--- src/hdl/qec_pkg.sv ---
package qec_pkg;

  // widths of the counting datapath
  localparam int unsigned QEC_CNT_W   = 16;
  localparam int unsigned QEC_NCH     = 3;
  localparam int unsigned QEC_ADDR_W  = 4;
  localparam int unsigned QEC_DATA_W  = 8;

  // byte port offsets in the 16-byte block
  localparam logic [3:0] QEC_OFF_BOARD_RESET = 4'hb;  // write any value: local reset
  localparam logic [3:0] QEC_OFF_CMD         = 4'he;  // write: encoder_command_port
  localparam logic [3:0] QEC_OFF_HELD_LO     = 4'he;  // read: held_count_low_byte
  localparam logic [3:0] QEC_OFF_HELD_HI     = 4'hf;  // read: held_count_high_byte

  // encoder_command_port field layout
  localparam int unsigned QEC_CMD_SEL_LSB = 0;  // channel_select_lower
  localparam int unsigned QEC_CMD_SEL_MSB = 1;  // channel_select_upper
  localparam int unsigned QEC_CMD_OP_BIT  = 2;  // 0 latch, 1 reset

  // values after reset
  localparam logic [15:0] QEC_CNT_RST   = 16'h0000;
  localparam logic [15:0] QEC_HELD_RST  = 16'h0000;
  localparam logic [7:0]  QEC_RDATA_RST = 8'h00;
  localparam logic [7:0]  QEC_RDATA_UNM = 8'h00;  // answer for offsets not served here

  // channel select codes
  typedef enum logic [1:0] {
    QEC_SEL_CH0  = 2'b00,
    QEC_SEL_CH1  = 2'b01,
    QEC_SEL_CH2  = 2'b10,
    QEC_SEL_RSVD = 2'b11
  } qec_sel_t;

  typedef enum logic {
    QEC_OP_LATCH = 1'b0,
    QEC_OP_RESET = 1'b1
  } qec_op_t;

  // one bus cycle on the byte-wide port
  typedef struct packed {
    logic       wr;
    logic       rd;
    logic [3:0] addr;
    logic [7:0] wdata;
  } qec_io_req_t;

  // decoded strobes of one bus cycle
  typedef struct packed {
    logic     soft_rst;
    logic     cmd_valid;
    qec_op_t  op;
    qec_sel_t sel;
    logic     rd_lo;
    logic     rd_hi;
    logic     rd_other;
  } qec_dec_t;

  // phase pair of one encoder
  typedef struct packed {
    logic a;
    logic b;
  } qec_phase_t;

  // true for a channel code that names a fitted channel
  function automatic logic qec_sel_ok(input logic [1:0] sel);
    qec_sel_ok = (sel != QEC_SEL_RSVD);
  endfunction

endpackage

--- src/hdl/qec_port_decode.sv ---
`timescale 1ns/1ps
module qec_port_decode
  import qec_pkg::*;
(
  input  wire qec_io_req_t req,
  output qec_dec_t         dec
);

  // address decode of one byte-port cycle
  always_comb begin
    dec          = '0;
    dec.sel      = qec_sel_t'(req.wdata[QEC_CMD_SEL_MSB:QEC_CMD_SEL_LSB]);
    dec.op       = qec_op_t'(req.wdata[QEC_CMD_OP_BIT]);
    if (req.wr && req.addr == QEC_OFF_BOARD_RESET) begin
      dec.soft_rst = 1'b1;
    end else if (req.wr && req.addr == QEC_OFF_CMD) begin
      dec.cmd_valid = qec_sel_ok(req.wdata[QEC_CMD_SEL_MSB:QEC_CMD_SEL_LSB]);
    end
    if (req.rd && req.addr == QEC_OFF_HELD_LO) begin
      dec.rd_lo = 1'b1;
    end else if (req.rd && req.addr == QEC_OFF_HELD_HI) begin
      dec.rd_hi = 1'b1;
    end else if (req.rd) begin
      dec.rd_other = 1'b1;
    end
  end

endmodule

--- src/hdl/qec_channel.sv ---
`timescale 1ns/1ps
module qec_channel
  import qec_pkg::*;
(
  input  wire logic        clk,
  input  wire logic        resetn,
  input  wire logic        clk_en,
  input  wire logic        clr,
  input  wire qec_phase_t  phase,
  output logic [15:0]      count
);

  qec_phase_t  meta_q, meta_d;
  qec_phase_t  sync_q, sync_d;
  logic        a_prev_q, a_prev_d;
  logic [15:0] cnt_q, cnt_d;
  logic        a_edge;
  logic        dir_up;

  // edge on either sense of phase A; B only steers the direction
  assign a_edge = sync_q.a ^ a_prev_q;
  // A leads B when A differs from B right after an A edge
  assign dir_up = sync_q.a ^ sync_q.b;

  // next values for synchroniser, edge memory and counter
  always_comb begin
    meta_d   = phase;
    sync_d   = meta_q;
    a_prev_d = sync_q.a;
    cnt_d    = cnt_q;
    if (clr) begin
      cnt_d = QEC_CNT_RST;
    end else if (a_edge && dir_up) begin
      cnt_d = cnt_q + 16'h0001;
    end else if (a_edge) begin
      cnt_d = cnt_q - 16'h0001;
    end
  end

  // registers; counting is held while reset is low
  always_ff @(posedge clk) begin
    if (!resetn) begin
      // synchroniser and edge memory follow the pins, so a release makes no false edge
      meta_q   <= meta_d;
      sync_q   <= sync_d;
      a_prev_q <= a_prev_d;
      cnt_q    <= QEC_CNT_RST;
    end else if (clk_en) begin
      meta_q   <= meta_d;
      sync_q   <= sync_d;
      a_prev_q <= a_prev_d;
      cnt_q    <= cnt_d;
    end
  end

  assign count = cnt_q;

endmodule

--- src/hdl/qec_top.sv ---
`timescale 1ns/1ps
// What this block does
// count up when phase A leads B, down when B leads A
// count on both edges of phase A; B only sets direction
// each A edge counted in the direction B shows then; no drift
// hard or soft reset clears all three counters and the holding register
// counting held during reset, resumes when reset ends
// counting up wraps ffff to 0000
// counting down wraps 0000 to ffff
// wrap raises no flag or interrupt
// host samples often enough that no counter wraps twice between samples
// one command write carries channel and operation
// latch copies the selected live count into the holding register
// reset command clears only the selected counter
// host latches before reading; reads return only the held copy
// select 00, 01, 10 pick channels 0, 1, 2; 11 reserved
// offset 14 reads bits 7..0, offset 15 reads bits 15..8
// bytes readable in any order; reads change nothing
// held value stays until the next latch or a reset
// phases synchronised to the clock before edge detection
// any write to offset 11 causes a local reset of the counters
// operation bit beside the select bits; reserved select ignored
module qec_top
  import qec_pkg::*;
(
  input  wire logic        clk,
  input  wire logic        resetn,
  input  wire logic        clk_en,
  input  wire logic        io_wr,
  input  wire logic        io_rd,
  input  wire logic [3:0]  io_addr,
  input  wire logic [7:0]  io_wdata,
  input  wire logic [2:0]  enc_a,
  input  wire logic [2:0]  enc_b,
  output logic [7:0]       io_rdata,
  output logic             io_rvalid,
  output logic             local_reset
);

  qec_io_req_t req;
  qec_dec_t    dec;
  logic [15:0] count [QEC_NCH];
  logic [2:0]  ch_clr;
  logic [15:0] held_q, held_d;
  logic [7:0]  rdata_q, rdata_d;
  logic        rvalid_q, rvalid_d;
  logic        srst_q, srst_d;

  // gather the byte-port cycle
  assign req = '{wr: io_wr, rd: io_rd, addr: io_addr, wdata: io_wdata};

  qec_port_decode u_decode (
    .req (req),
    .dec (dec)
  );

  // true when this cycle carries a valid command of the given kind
  function automatic logic cmd_hit(input qec_dec_t d, input qec_op_t op);
    cmd_hit = d.cmd_valid && (d.op == op);
  endfunction

  // per-channel clear: board reset or a reset command for that channel
  always_comb begin
    for (int i = 0; i < QEC_NCH; i++) begin
      ch_clr[i] = srst_q
        || (cmd_hit(dec, QEC_OP_RESET) && dec.sel == qec_sel_t'(2'(i)));
    end
  end

  // three encoder channels
  for (genvar g = 0; g < QEC_NCH; g++) begin : g_ch
    qec_phase_t ph;

    // phase pair of this channel
    assign ph = '{a: enc_a[g], b: enc_b[g]};

    qec_channel u_ch (
      .clk    (clk),
      .resetn (resetn),
      .clk_en (clk_en),
      .clr    (ch_clr[g]),
      .phase  (ph),
      .count  (count[g])
    );
  end

  // holding register, soft reset pulse and read answer
  always_comb begin
    held_d   = held_q;
    srst_d   = dec.soft_rst;
    rvalid_d = dec.rd_lo | dec.rd_hi | dec.rd_other;
    rdata_d  = rdata_q;
    if (srst_q) begin
      held_d = QEC_HELD_RST;
    end else if (cmd_hit(dec, QEC_OP_LATCH)) begin
      case (dec.sel)
        QEC_SEL_CH0: held_d = count[0];
        QEC_SEL_CH1: held_d = count[1];
        QEC_SEL_CH2: held_d = count[2];
        default:     held_d = held_q;
      endcase
    end
    // reads only see the held copy and never change it
    if (dec.rd_lo) begin
      rdata_d = held_q[7:0];
    end else if (dec.rd_hi) begin
      rdata_d = held_q[15:8];
    end else if (dec.rd_other) begin
      rdata_d = QEC_RDATA_UNM;
    end
  end

  // registers; held value changes only on latch or reset
  always_ff @(posedge clk) begin
    if (!resetn) begin
      held_q   <= QEC_HELD_RST;
      srst_q   <= 1'b0;
      rdata_q  <= QEC_RDATA_RST;
      rvalid_q <= 1'b0;
    end else if (clk_en) begin
      held_q   <= held_d;
      srst_q   <= srst_d;
      rdata_q  <= rdata_d;
      rvalid_q <= rvalid_d;
    end
  end

  assign io_rdata    = rdata_q;
  assign io_rvalid   = rvalid_q;
  assign local_reset = srst_q;

endmodule

--- config.mk ---
export PLATFORM = sky130hd
export DESIGN_NAME = qec_top
export DESIGN_NICKNAME = d
export VERILOG_FILES = /design/src/hdl/qec_pkg.sv /design/src/hdl/qec_port_decode.sv /design/src/hdl/qec_channel.sv /design/src/hdl/qec_top.sv
export SDC_FILE = /design/constraint.sdc
export NUM_CORES = 1
export LEC_CHECK = 0
export BUFFER_PORTS_ARGS = -buffer_cell sky130_fd_sc_hd__buf_2
export CAP_MARGIN = 30
export CORE_UTILIZATION = 55
export CTS_BUF_LIST = sky130_fd_sc_hd__clkbuf_4
export CTS_CLUSTER_DIAMETER = 100
export DETAILED_ROUTE_END_ITERATION = 10
export HOLD_SLACK_MARGIN = 0.15
export PLACE_DENSITY = 0.74
export SLEW_MARGIN = 15
export SYNTH_ARGS = -nofsm -noshare
export SYNTH_HDL_FRONTEND = slang
export SYNTH_SLANG_ARGS = --single-unit
--- constraint.sdc ---
create_clock -name clk -period 3.4 [get_ports clk]
set_input_delay 0.51 -clock clk [delete_from_list [all_inputs] [get_ports clk]]
set_output_delay 0.51 -clock clk [all_outputs]
set_load 0.02 [all_outputs]
==> Word level (Yosys, flattened, before mapping) <==
Cells that the tools add are included.
{ "totals": {"in_bits": 23, "elab_cells": 112, "output_inout_bits": 10, "regBits": 89} }
{ "classes": {"n_reduce_logical": 27, "bitwise_logic": 9, "n_mux": 41, "eq_ne": 7, "n_addsub": 6} }
{ "op_table": {"columns": ["op", "count"], "rows": [
  ["2-to-1 mux 16 bit", 11],
  ["adder 16 x 1 -> 16 bit (second input constant)", 3],
  ["one-hot mux 16 bit (3 select lines)", 1],
  ["subtractor 16 x 1 -> 16 bit (second input constant)", 3],
  ["2-to-1 mux 2 bit", 13],
  ["2-to-1 mux 8 bit", 3],
  ["2-to-1 mux 1 bit", 13],
  ["equality test 4 bit (second input constant)", 3],
  ["logical AND 1 bit", 12],
  ["nonzero test 3 bit", 4],
  ["AND reduction 2 bit", 4],
  ["XOR 1 bit", 6],
  ["nonzero test 4 bit", 1],
  ["logical OR 1 bit", 3],
  ["AND reduction 3 bit", 1],
  ["equality test 2 x 1 -> 1 bit (second input constant)", 1],
  ["equality test 2 bit (second input constant)", 1],
  ["zero test 2 bit", 1],
  ["inequality test 2 x 1 -> 1 bit (second input constant)", 1],
  ["inequality test 2 bit (second input constant)", 1],
  ["bitwise OR 1 bit", 2],
  ["nonzero test 2 bit", 1],
  ["NOT 1 bit", 1]
]} }

==> Longest topological paths before layout <==
Gate-level depths: netlist of run 1.
{ "depth": {"depth_word": 9, "ltp_mapped": 10, "mapped_depth_nobuf": 9} }

==> Hierarchy <==
A second synthesis of run 1 with hierarchy kept.
{ "hier_totals": {"hier_cells": 678, "hier_area_um2": 6145.9} }
{ "modules_own_cells": {"columns": ["mod", "seq_area_each_um2", "area_each_um2", "instances", "cells_each"], "rows": [
  ["qec_channel at g_ch[0].u_ch ...", 470.5, 1530.2, 2, 163],
  ["qec_top", 520.5, 1559.0, 1, 178],
  ["qec_channel at g_ch[2].u_ch", 470.5, 1442.6, 1, 162],
  ["qec_port_decode", 0.0, 83.8, 1, 12]
]} }

==> Worst setup path before layout of run 1 <==
OpenSTA, ideal clock, no wires.
{ "synth_timing": {"path_type": "register to register", "start": "register g_ch[2].u_ch.sync_q, in the netlist g_ch[2].u_ch.a_prev_d", "end": "register g_ch[2].u_ch.cnt_q[13]", "synth_period_minus_slack_ps": 3298, "arrival_ps": 3180, "stages_incl_launch_ff": 10, "n_path_buf": 0, "setup_time_ps": 117, "slack_ps": 102, "required_time_ps": 3283, "path_cell_list": "edfxtp_1 > nor3b_1 > a21oi_1 > ha_1 > a21oi_1 > nand2_1 > a41oi_1 > o21ai_0 > a41o_1 > a32o_1"} }
{ "synth_between": {"elab_chain_cells": 4, "elab_cells_between_ends": 7, "classes_between": "mux (2); bitwise (2); reduce/logical (3)"} }
{ "synth_rtl": {"columns": ["item", "line_no", "rtl"], "rows": [
  ["start, declared", "qec_channel.sv:14", "qec_phase_t sync_q, sync_d;"],
  ["start signal, assigned", "qec_channel.sv:45", "sync_q <= sync_d;"],
  ["start signal, assigned", "qec_channel.sv:50", "sync_q <= sync_d;"],
  ["XOR 1 bit (on tied branches)", "qec_channel.sv:21, qec_channel.sv:23", null],
  ["logical AND 1 bit", "qec_channel.sv:33", "end else if (a_edge && dir_up) begin"],
  ["nonzero test 3 bit (no line) / 2-to-1 mux 16 bit (equally long branches)", null, null],
  ["AND reduction 2 bit (no line) / 2-to-1 mux 16 bit (equally long branches)", null, null],
  ["end signal, assigned", "qec_channel.sv:52", "cnt_q <= cnt_d;"],
  ["end, declared", "qec_channel.sv:16", "logic [15:0] cnt_q, cnt_d;"]
]} }
Several ways; a longest one is shown, not always the timed one.
A chain may end at the register's enable or synchronous reset.

==> Worst setup path after layout of run 1 <==
{ "layout_timing": {"start": "register g_ch[0].u_ch.sync_q, in the netlist g_ch[0].u_ch.a_prev_d", "end": "register g_ch[0].u_ch.cnt_q[13]"} }
{ "layout_between": {"elab_chain_cells": 4, "elab_cells_between_ends": 7, "classes_between": "mux (2); bitwise (2); reduce/logical (3)"} }
{ "layout_rtl": {"columns": ["item", "line_no"], "rows": [
  ["start, declared", "qec_channel.sv:14"],
  ["start signal, assigned", "qec_channel.sv:45"],
  ["start signal, assigned", "qec_channel.sv:50"],
  ["XOR 1 bit (on tied branches)", "qec_channel.sv:21, qec_channel.sv:23"],
  ["logical AND 1 bit", "qec_channel.sv:33"],
  ["nonzero test 3 bit (no line) / 2-to-1 mux 16 bit (equally long branches)", null],
  ["AND reduction 2 bit (no line) / 2-to-1 mux 16 bit (equally long branches)", null],
  ["end signal, assigned", "qec_channel.sv:52"],
  ["end, declared", "qec_channel.sv:16"]
]} }
Several ways; a longest one is shown, not always the timed one.

==> results.md, run 1 <==
* GR Overflow Total at 0
* Rel. slew slack at 0.469
* Final instance area at 0.00629 mm2
* Largest net degree at the start of global routing at 60
* Initial core utilization at 0.572
* Critical Path Start Type: register
* Power Dens Cells at 681 mW/mm2
* DIE WIDTH at 106 um
* Endpoints failing setup at 0
* Synth Area in Adders at 0.126
* Mean Syn Cell Area at 8.91 um2
* Placement Rows at 37
* Primary FF master, synth: dfxtp_1
* Area growth, synth to finish at 5.56%
* Post-place instance area at 0.00615 mm2
* Worst Tran Pin Value at 0.797 ns
* Synthesized cell area at 0.00596 mm2
* Register-to-register setup slack at 0.44 ns
* RSZ-0062 raised after global routing: false
* GP Congestion at 0.964
* Flops & latches, synth at 89
* Simple-Gate Fraction of Synth Area at 0.188
* # diodes at 0
* Peak VDD IR at 0.324 mV
* Largest family of logic cells by synthesized area: compound AO/OA/AOI/OAI gates
* Combinational Power Share at 0.527
* Initial antenna violation count at 0
* Critical Path End Type: register
* Fin. max-slew vios at 0
* Tcrit/Tclk final at 0.869
* Sw frac at 0.435
* Skew-Pair Late Insertion Delay at 0.49 ns
* XOR/XNOR Fraction of Synth Area at 0.0558
* Antenna Nets Post-Route at 0
* Crit-path max cell delay at 0.48 ns
* Compound-Gate Fraction of Synth Area at 0.257
* GRT Util Overall at 0.248
* Final hold vios at 0
* Post-synthesis mux area share at 0.0168
* FFs w/ async S/R, synth at 0
* Synth cell types at 60
* WP data required at 3.79 ns
* Core Area at 0.0104 mm2
* Global-route wire length before repair at 22000 um
* Status: completed
* Final Skew at 0.0301 ns
* Internal Power at 2420 uW
* I/O pin count at 33
* Syn Nets at 750
* Clk pin slew, worst setup/hold paths at 0.16 ns
* Vias in the first global route at 4604
* Fmax at 0.338 GHz
* Lkg Pwr at 0.00262 uW
* DRC at 0
* Max-Cap Viols at 0
* Vias at 4958
* Min Tclk post-route at 2.96 ns
* Chip Height at 106 um
* Total Wirelength at 13500 um
* Final Util at 0.604
* Crit-path leading delay family: compound AO/OA/AOI/OAI gates
* Post-CTS Hold Fix Bufs at 0
* Pre-CTS setup slack at 0.502 ns
* Worst path bufs/invs at 1
* CTS Buf Count at 9
* DP HPWL at 10100 um
* IO Port Bufs at 27
* CTS Sinks at 89
* Net load switching power at 1870 uW
* Register share of total power at 0.333
* CP cell instances: nor3b_1 > a21oi_1 > buf_4 > ha_1 > a211oi_1 > o211ai_1 > a41oi_1 > o21ai_0 > xor2_1 > a22o_1
* Post-synth EDFFs at 15
* Crit-path slowest cell: edfxtp_1
* Hold Path Class: input pin to register
* Clk network pwr share at 0.141
* Post-CTS setup buffer count at 0
* 1st-iter DRT viols at 309
* Nets at 763
* Final setup margin at 0.444 ns
* Max FO, Critical Path at 22
* Wire per inst at 16.4 um
* Crit path kind: register to register
* TritonCTS clock tree: built
* Pre-Repair DR Iteration Count at 5
* Sum of negative setup slack at 0 ns
* Cells after Synth at 669
* Sequential area share after synthesis at 0.324
* Die area at 0.0113 mm2
* Layout cell share with drive strength beyond 1 at 0.0859
* Drt via density at 6.02
* Critical path arrival at 3.34 ns
* Synthesis Warnings at 0
* Post_cts resized at 0
* H-tree lvl count at 3
* CTS Buffer Depth at 2
* Root Driver: clkbuf_4
[worst paths after layout]
check / startpoint / to / depth (start not counted)
setup / recovery: g_ch[0].u_ch.a_prev_d / g_ch[0].u_ch.count[13] / 10
hold / removal: enc_a[2] / g_ch[2].u_ch.meta_q[1] / 1
hold reg to reg: g_ch[2].u_ch.meta_q[0] / g_ch[2].u_ch.sync_q[0] / 0
setup reg to reg: g_ch[0].u_ch.a_prev_d / g_ch[0].u_ch.count[13] / 10
[worst register-to-register path, stage by stage (launching register included)]
cell      delay [ns]
edfxtp_1        0.48
nor3b_1         0.17
a21oi_1         0.12
buf_4           0.30
ha_1            0.31
a211oi_1        0.33
o211ai_1        0.22
a41oi_1         0.42
o21ai_0         0.17
xor2_1          0.16
a22o_1          0.20
[synth_stat cells (all sizes together), types with 4 or more instances]
library cell   n  area (um2)
a211oi         6        50.1
a21boi        21         158
a21o          12        90.1
a21oi         37         185
a22o          13         114
a22oi         37         278
and2          16         103
and3          13        81.3
buf            7        66.3
clkbuf        24        90.1
dfxtp         74        1480
edfxtp        15         450
ha            55         688
inv           10        37.5
mux2i         10         100
nand2         75         284
nand2b         7        43.8
nand3         10        50.1
nand3b         5        37.5
nand4          6        43.8
nor2          12        45.0
nor2b         32         200
nor3           6        35.0
nor3b          5        48.8
o211ai         7        52.6
o21a           4        30.0
o21ai         48         248
o21bai         6        45.0
o31a           4        35.0
o31ai          5        37.5
or3           19         119
xnor2         22         193
xor2          16         140
[stage by stage]
stage | power [uW] | hold WS (ns) | std cells
final | 4290 | 0.199 | 823
after CTS | 4260 | 0.180 | 823
after detailed placement | 3660 | 0.406 | 807
after floorplan | 3190 | 0.400 | 669
after global placement | 3560 | 0.401 | 807
after global routing | 4610 | 0.182 | 823
[kinds of logic (layout without fill, tap and decap cells)]
logic type | Yosys count | in the layout
multiplexers | 10 | 10
adder cells (fa/ha/maj) | 58 | 58
buffers and inverters | 41 | 59
flip-flops | 89 | 89
XOR/XNOR | 38 | 38
AND/OR/NAND/NOR | 209 | 209
AO/OA/AOI/OAI | 224 | 224
[cells in the final DEF (no fill, tap or decap), types with 14 or more instances in the layout]
master and instances:
buf_2 27, a21oi_1 37, a22oi_1 37, or3_1 19
nor2b_1 32, ha_1 55, o21ai_0 46, dfxtp_1 74
nand2_1 74, edfxtp_1 15, xnor2_1 22, and2_1 14
xor2_1 16
[registers in the layout, indices dropped and copies added (netlist names)]
register            flops
io_rdata                8
g_ch.u_ch.a_prev_q      3
g_ch.u_ch.meta_q        6
g_ch.u_ch.count        48
io_rvalid               1
local_reset             1
g_ch.u_ch.sync_q        3
held_q                 16
g_ch.u_ch.a_prev_d      3
[layout make-up]
cell class              instances  area [um2]
clock buffers                   9        67.6
repair buffers                 33         180
fillers                       908        4130
flip-flops and latches         89        1930
well taps                     136         170
multi-input cells             539        3830
inverters                      10        37.5
clock inverters                 7        70.1
[power groups by stage]
stage          logic (uW)  clock network (uW)  registers, uW
6_report             2260                 603           1430
4_1_cts              2230                 610           1420
2_1_floorplan        1820                   0           1380
5_1_grt              2520                 647           1450
3_5_place_dp         2210                   0           1450
3_3_place_gp         2120                   0           1440
[metal layers]
metal  track usage  wire length (um)
met3        0.0276               416
met2         0.392              5910
met5             0                 0
met4         0.111               357
met1         0.340              6780
(Power assumes the default switching activity.)
==> run 2, diff against run 1 <==
--- a/config.mk
+++ b/config.mk
@@ -7,12 +7,14 @@
 export LEC_CHECK = 0
 export BUFFER_PORTS_ARGS = -buffer_cell sky130_fd_sc_hd__buf_2
 export CAP_MARGIN = 30
-export CORE_UTILIZATION = 55
+export CELL_PAD_IN_SITES_DETAIL_PLACEMENT = 1
+export CELL_PAD_IN_SITES_GLOBAL_PLACEMENT = 1
+export CORE_UTILIZATION = 44
 export CTS_BUF_LIST = sky130_fd_sc_hd__clkbuf_4
 export CTS_CLUSTER_DIAMETER = 100
 export DETAILED_ROUTE_END_ITERATION = 10
 export HOLD_SLACK_MARGIN = 0.15
-export PLACE_DENSITY = 0.74
+export PLACE_DENSITY = 0.76
 export SLEW_MARGIN = 15
 export SYNTH_ARGS = -nofsm -noshare
 export SYNTH_HDL_FRONTEND = slang
==> run 2 against run 1 <==
  * Critical path depth unchanged
  * Global-route usage is 1.1 points lower
  * First-iteration DRC count fell by 26%
  * Die area increased by 24%
  * Worst setup slack worse by 0.14 ns
  * Sequential power barely moved
  * Sequential share of layout area shrank 0.39 points
  * Count of clock-buffer cells in the layout increased by 1
==> results.md, run 2 (synthesis results as in run 1) <==
* Die area at 0.0140 mm2 (+24%)
* Rel. slew slack at 0.499 (+0.0305)
* GR Overflow Total at 0 (unchanged)
* Placement Rows at 42 (+14%)
* Lkg Pwr at 0.00263 uW (+0.46%)
* Root Driver: clkbuf_4
* RSZ-0062 raised after global routing: false
* Worst r2r dst: g_ch[2].u_ch.count[13]
* Peak VDD IR at 0.175 mV (-46%)
* Core Area at 0.0132 mm2 (+27%)
* CTS Sinks at 89 (unchanged)
* Status: completed
* Largest net degree at the start of global routing at 37 (-38%)
* Endpoints failing setup at 0 (unchanged)
* DRC at 0 (unchanged)
* GP Congestion at 0.862 (-11%)
* I/O pin count at 33 (unchanged)
* Vias at 5096 (+2.8%)
* DP HPWL at 12200 um (+21%)
* Initial core utilization at 0.450 (-0.122)
* Post-place instance area at 0.00623 mm2 (+1.2%)
* Worst Tran Pin Value at 0.750 ns (-0.0467 ns)
* Critical path arrival at 3.44 ns (+0.10 ns)
* Global-route wire length before repair at 26500 um (+20%)
* Skew-Pair Late Insertion Delay at 0.46 ns (-0.03 ns)
* Critical Path End Type: register
* Pre-CTS setup slack at 0.336 ns (-0.166 ns)
* Layout cell share with drive strength beyond 1 at 0.0900 (+0.00410)
* Critical R2R Launch: g_ch[2].u_ch.a_prev_d
* Register-to-register setup slack at 0.30 ns (-0.14 ns)
* Vias in the first global route at 5299 (+15%)
* Post_cts resized at 0 (unchanged)
* Most frequent cells in the layout: nand2_1 (74), dfxtp_1 (74), ha_1 (55), o21ai_0 (46), a22oi_1 (37)
* WP data required at 3.75 ns (-0.04 ns)
* Final Skew at 0.0234 ns (-0.00671 ns)
* Fmax at 0.323 GHz (-4.6%)
* Nets at 765 (+0.26%)
* Area growth, synth to finish at 6.91%
* Drt via density at 5.88 (-2.3%)
* Tcrit/Tclk final at 0.911 (+0.0421)
* Hold Crit Endpoint: g_ch[0].u_ch.meta_q[1]
* Hold_sp: enc_a[0]
* Fin. max-slew vios at 0 (unchanged)
* Post-CTS Hold Fix Bufs at 0 (unchanged)
* Hold Path Class: input pin to register
* Final hold vios at 0 (unchanged)
* IO Port Bufs at 27 (unchanged)
* GRT Util Overall at 0.237 (-0.0109)
* Critical Path Start Type: register
* H-tree lvl count at 3 (unchanged)
* Final instance area at 0.00637 mm2 (+1.3%)
* Pre-Repair DR Iteration Count at 4 (-1)
* TritonCTS clock tree: built
* CTS Buffer Depth at 2 (unchanged)
* Initial antenna violation count at 1 (+1)
* DIE WIDTH at 118 um (+12%)
* Worst hold stages at 1 (unchanged)
* Total Wirelength at 16000 um (+19%)
* Crit path kind: register to register
* Max FO, Critical Path at 22 (unchanged)
* Largest register FFs at 48 (unchanged)
* Post-CTS setup buffer count at 0 (unchanged)
* Min Tclk post-route at 3.10 ns (+0.143 ns)
* Chip Height at 118 um (+12%)
* Max-Cap Viols at 0 (unchanged)
* 1st-iter DRT viols at 228 (-26%)
* Clk pin slew, worst setup/hold paths at 0.15 ns (about the same)
* Final setup margin at 0.301 ns (-0.143 ns)
* Antenna Nets Post-Route at 0 (unchanged)
* Wire per inst at 18.5 um (+13%)
* Power Dens Cells at 687 mW/mm2 (+0.78%)
* CTS Buf Count at 9 (unchanged)
* Register-to-Register Path Depth at 10 (unchanged)
* Sum of negative setup slack at 0 ns (unchanged)
## run 2: critical path, cell delays in order, from the launching register on
cell	delay [ns]
edfxtp_1	0.46
nor3b_1	0.17
a21oi_1	0.13
buf_4	0.29
ha_1	0.37
a21oi_1	0.17
o21ai_0	0.11
a41oi_1	0.43
o21ai_0	0.32
a41o_1	0.31
a32o_1	0.24
## run 2: worst max-delay path by stage
stage                                      from                      to  slack [ns]  depth (start not counted)
after floorplan           g_ch[2].u_ch.a_prev_d  g_ch[2].u_ch.count[13]        0.10                          9
after CTS                 g_ch[2].u_ch.a_prev_d  g_ch[2].u_ch.count[13]        0.30                         10
after detailed placement  g_ch[2].u_ch.a_prev_d  g_ch[2].u_ch.count[13]        0.34                         10
after global routing      g_ch[2].u_ch.a_prev_d  g_ch[2].u_ch.count[13]        0.11                         10
final                     g_ch[2].u_ch.a_prev_d  g_ch[2].u_ch.count[13]        0.30                         10
after global placement    g_ch[0].u_ch.a_prev_q  g_ch[0].u_ch.count[13]        0.46                          9
## run 2: layout make-up
| cell class | instances | area, um2 |
|---|---|---|
| well taps | 176 | 220 |
| flip-flops and latches | 89 | 1930 |
| fillers | 1605 | 6870 |
| diodes | 1 | 2.50 |
| repair buffers | 35 | 199 |
| clock buffers | 10 | 75.1 |
| multi-input cells | 539 | 3840 |
| clock inverters | 6 | 67.6 |
| inverters | 10 | 37.5 |
## run 2: per-layer routing
layer  track usage  part of all wire  vias up
met5             0                 0        -
met4         0.102             0.026        0
met3        0.0227             0.019       26
met2         0.397              0.47       65
met1         0.310              0.49     2496
li1              -                 -     2509
## run 2: power breakdown
part / switching [uW] / leakage (uW) / internal [uW]
sequential: 192 / 0.000756 / 1240
combinational: 1300 / 0.00180 / 1020
clock: 385 / 0.0000730 / 235
total: 1880 / 0.00263 / 2490
## run 2: per-stage QoR
stage | std cells | power, uW | hold WS [ns] | util
final | 866 | 4380 | 0.210 | 0.481
after floorplan | 669 | 3190 | 0.400 | -
after detailed placement | 849 | 3750 | 0.417 | 0.470
after global placement | 848 | 3620 | 0.418 | 0.469
after global routing | 866 | 4720 | 0.195 | 0.481
after CTS | 865 | 4390 | 0.196 | 0.481
==> run 3, diff against run 2 <==
--- a/config.mk
+++ b/config.mk
@@ -10,7 +10,7 @@
 export CELL_PAD_IN_SITES_DETAIL_PLACEMENT = 1
 export CELL_PAD_IN_SITES_GLOBAL_PLACEMENT = 1
 export CORE_UTILIZATION = 44
-export CTS_BUF_LIST = sky130_fd_sc_hd__clkbuf_4
+export CTS_BUF_LIST = sky130_fd_sc_hd__clkbuf_4 sky130_fd_sc_hd__clkbuf_8
 export CTS_CLUSTER_DIAMETER = 100
 export DETAILED_ROUTE_END_ITERATION = 10
 export HOLD_SLACK_MARGIN = 0.15
==> run 3 against run 2 <==
  * Worst setup slack better by 0.0086 ns
  * Clock power grew 21%
  * Core utilization rose by 0.41 points
  * Die area unchanged
  * Clock skew is 0.0085 ns lower
  * Maximum frequency grew 0.28%
  * Sequential power hardly changed
  * First-iteration DRC count fell by 6.6%
  * Total power up 2.9%
  * Largest power group unchanged
==> results.md, run 3 (synthesis results as in run 1) <==
* Combinational Power Share at 0.515 (-0.015)
* CTS Buffer Depth at 2 (unchanged)
* Max-Cap Viols at 0 (unchanged)
* Hold slack at 0.305 ns (+0.0950 ns)
* Fin cells at 865 (-0.12%)
* WP data required at 3.66 ns (-0.09 ns)
* Lkg Pwr at 0.00265 uW (+0.89%)
* Vias at 5107 (+0.22%)
* GR Overflow Total at 0 (unchanged)
* DP HPWL at 12200 um (unchanged)
* Critical path arrival at 3.35 ns (-0.09 ns)
* Vias in the first global route at 5303 (+0.075%)
* Core Area at 0.0132 mm2 (unchanged)
* CTS Buf Count at 9 (unchanged)
* Hold Path Class: input pin to register
* Placement Rows at 42 (unchanged)
* Max FO, Critical Path at 22 (unchanged)
* Crit path kind: register to register
* Most frequent cells in the layout: nand2_1 (74), dfxtp_1 (74), ha_1 (55), o21ai_0 (46), a22oi_1 (37)
* Worst path bufs/invs at 1 (unchanged)
* DIE WIDTH at 118 um (unchanged)
* Post-CTS Hold Fix Bufs at 0 (unchanged)
* Internal Power at 2610 uW (+4.6%)
* Tcrit/Tclk final at 0.909 (-0.00253)
* Total Wirelength at 16100 um (+0.29%)
* CTS Sinks at 89 (unchanged)
* Drt via density at 5.90 (+0.33%)
* I/O pin count at 33 (unchanged)
* Largest register FFs at 48 (unchanged)
* Critical Path Start Type: register
* Skew-Pair Late Insertion Delay at 0.38 ns (-0.08 ns)
* Area growth, synth to finish at 7.81%
* Die area at 0.0140 mm2 (unchanged)
* H-tree lvl count at 3 (unchanged)
* Final hold vios at 0 (unchanged)
* Post-CTS setup buffer count at 0 (unchanged)
* 1st-iter DRT viols at 213 (-6.6%)
* Peak VDD IR at 0.226 mV (+29%)
* Chip Height at 118 um (unchanged)
* CP cell instances: nor3b_1 > a21oi_1 > buf_4 > ha_1 > a21oi_1 > nand2_1 > a41oi_1 > o21ai_0 > a41o_1 > a32o_1
* Status: completed
* CP dominant cell by count: a21oi_1
* Sum of negative setup slack at 0 ns (unchanged)
* RSZ-0062 raised after global routing: false
* Register share of total power at 0.319 (-0.009)
* Layout cell share with drive strength beyond 1 at 0.0900 (unchanged)
* Crit-path slowest cell: a41oi_1
* Final setup margin at 0.310 ns (+0.00860 ns)
* Min Tclk post-route at 3.09 ns (-0.00860 ns)
* Root Driver: clkbuf_8
* Antenna Nets Post-Route at 0 (unchanged)
* Initial core utilization at 0.450 (unchanged)
* Dpl cells at 849 (unchanged)
* Pre-CTS setup slack at 0.336 ns (unchanged)
* Initial antenna violation count at 0 (-1)
* IO Port Bufs at 27 (unchanged)
* Pre-Repair DR Iteration Count at 4 (unchanged)
* GRT Util Overall at 0.239 (+0.00197)
* Largest net degree at the start of global routing at 37 (unchanged)
* TritonCTS clock tree: built
* Fmax at 0.324 GHz (+0.28%)
* Final Skew at 0.0148 ns (-0.00854 ns)
* Crit-path max cell delay at 0.49 ns (+0.03 ns)
* Net load switching power at 1890 uW (+0.67%)
* Fin. max-slew vios at 0 (unchanged)
* GP Congestion at 0.862 (unchanged)
* Clk network pwr share at 0.167 (+0.025)
* Rel. slew slack at 0.496 (-0.00291)
* DRC at 0 (unchanged)
* Crit-path leading delay family: compound AO/OA/AOI/OAI gates
* Power Dens Cells at 701 mW/mm2 (+2.1%)
* Wire per inst at 18.6 um (+0.41%)
* Worst Tran Pin Value at 0.754 ns (+0.00436 ns)
* Nets at 765 (unchanged)
* Endpoints failing setup at 0 (unchanged)
* Clk pin slew, worst setup/hold paths at 0.09 ns (-0.06 ns)
* Post_cts resized at 0 (unchanged)
* # diodes at 0 (-1)
* Global-route wire length before repair at 26700 um (+0.70%)
* Critical Path End Type: register
* Sw frac at 0.421 (-0.00945)
run 3: cell type report:
cell class / count / area [um2]
Clock buffer: 10 / 131
Fill cell: 1596 / 6820
Timing Repair Buffer: 35 / 199
Multi-Input combinational cell: 539 / 3840
Clock inverter: 6 / 67.6
Tap cell: 176 / 220
Inverter: 10 / 37.5
Sequential cell: 89 / 1930
run 3: final timing paths:
check | startpoint | endpoint | slack (ns) | depth (start not counted)
worst max-delay path | g_ch[2].u_ch.a_prev_d | g_ch[2].u_ch.count[13] | 0.31 | 10
worst min-delay path | enc_a[0] | g_ch[0].u_ch.meta_q[1] | 0.30 | 1
worst max register to register | g_ch[2].u_ch.a_prev_d | g_ch[2].u_ch.count[13] | 0.31 | 10
worst min register to register | g_ch[1].u_ch.meta_q[1] | g_ch[1].u_ch.a_prev_d | 0.44 | 0
run 3: through the flow:
step,util,power [uW],cell area [um2]
after global routing,0.485,4850,6420
after global placement,0.469,3620,6210
after detailed placement,0.470,3750,6230
after CTS,0.485,4520,6420
after floorplan,-,3190,5960
final,0.485,4500,6420
run 3: metal layers:
metal	GRT usage	vias to the layer above	share of wire
met5	0	-	0
met4	0.112	0	0.027
met1	0.314	2506	0.48
li1	-	2504	-
met2	0.398	71	0.47
met3	0.0183	26	0.021
run 3: worst register-to-register path, delay by kind of cell (launching register included):
kind / cells / cell delay [ns]
AOI/OAI and AO/OA: 6 / 1.63
buffers and inverters: 1 / 0.30
adders and majority gates: 1 / 0.34
DFF: 1 / 0.44
and+or+nand+nor: 2 / 0.29
run 3: power by group through the flow:
stage	combinational (uW)	sequential, uW	clock, uW
3_3_place_gp	2180	1440	0
5_1_grt	2580	1460	808
4_1_cts	2320	1440	764
6_report	2320	1440	751
3_5_place_dp	2300	1460	0
2_1_floorplan	1820	1380	0
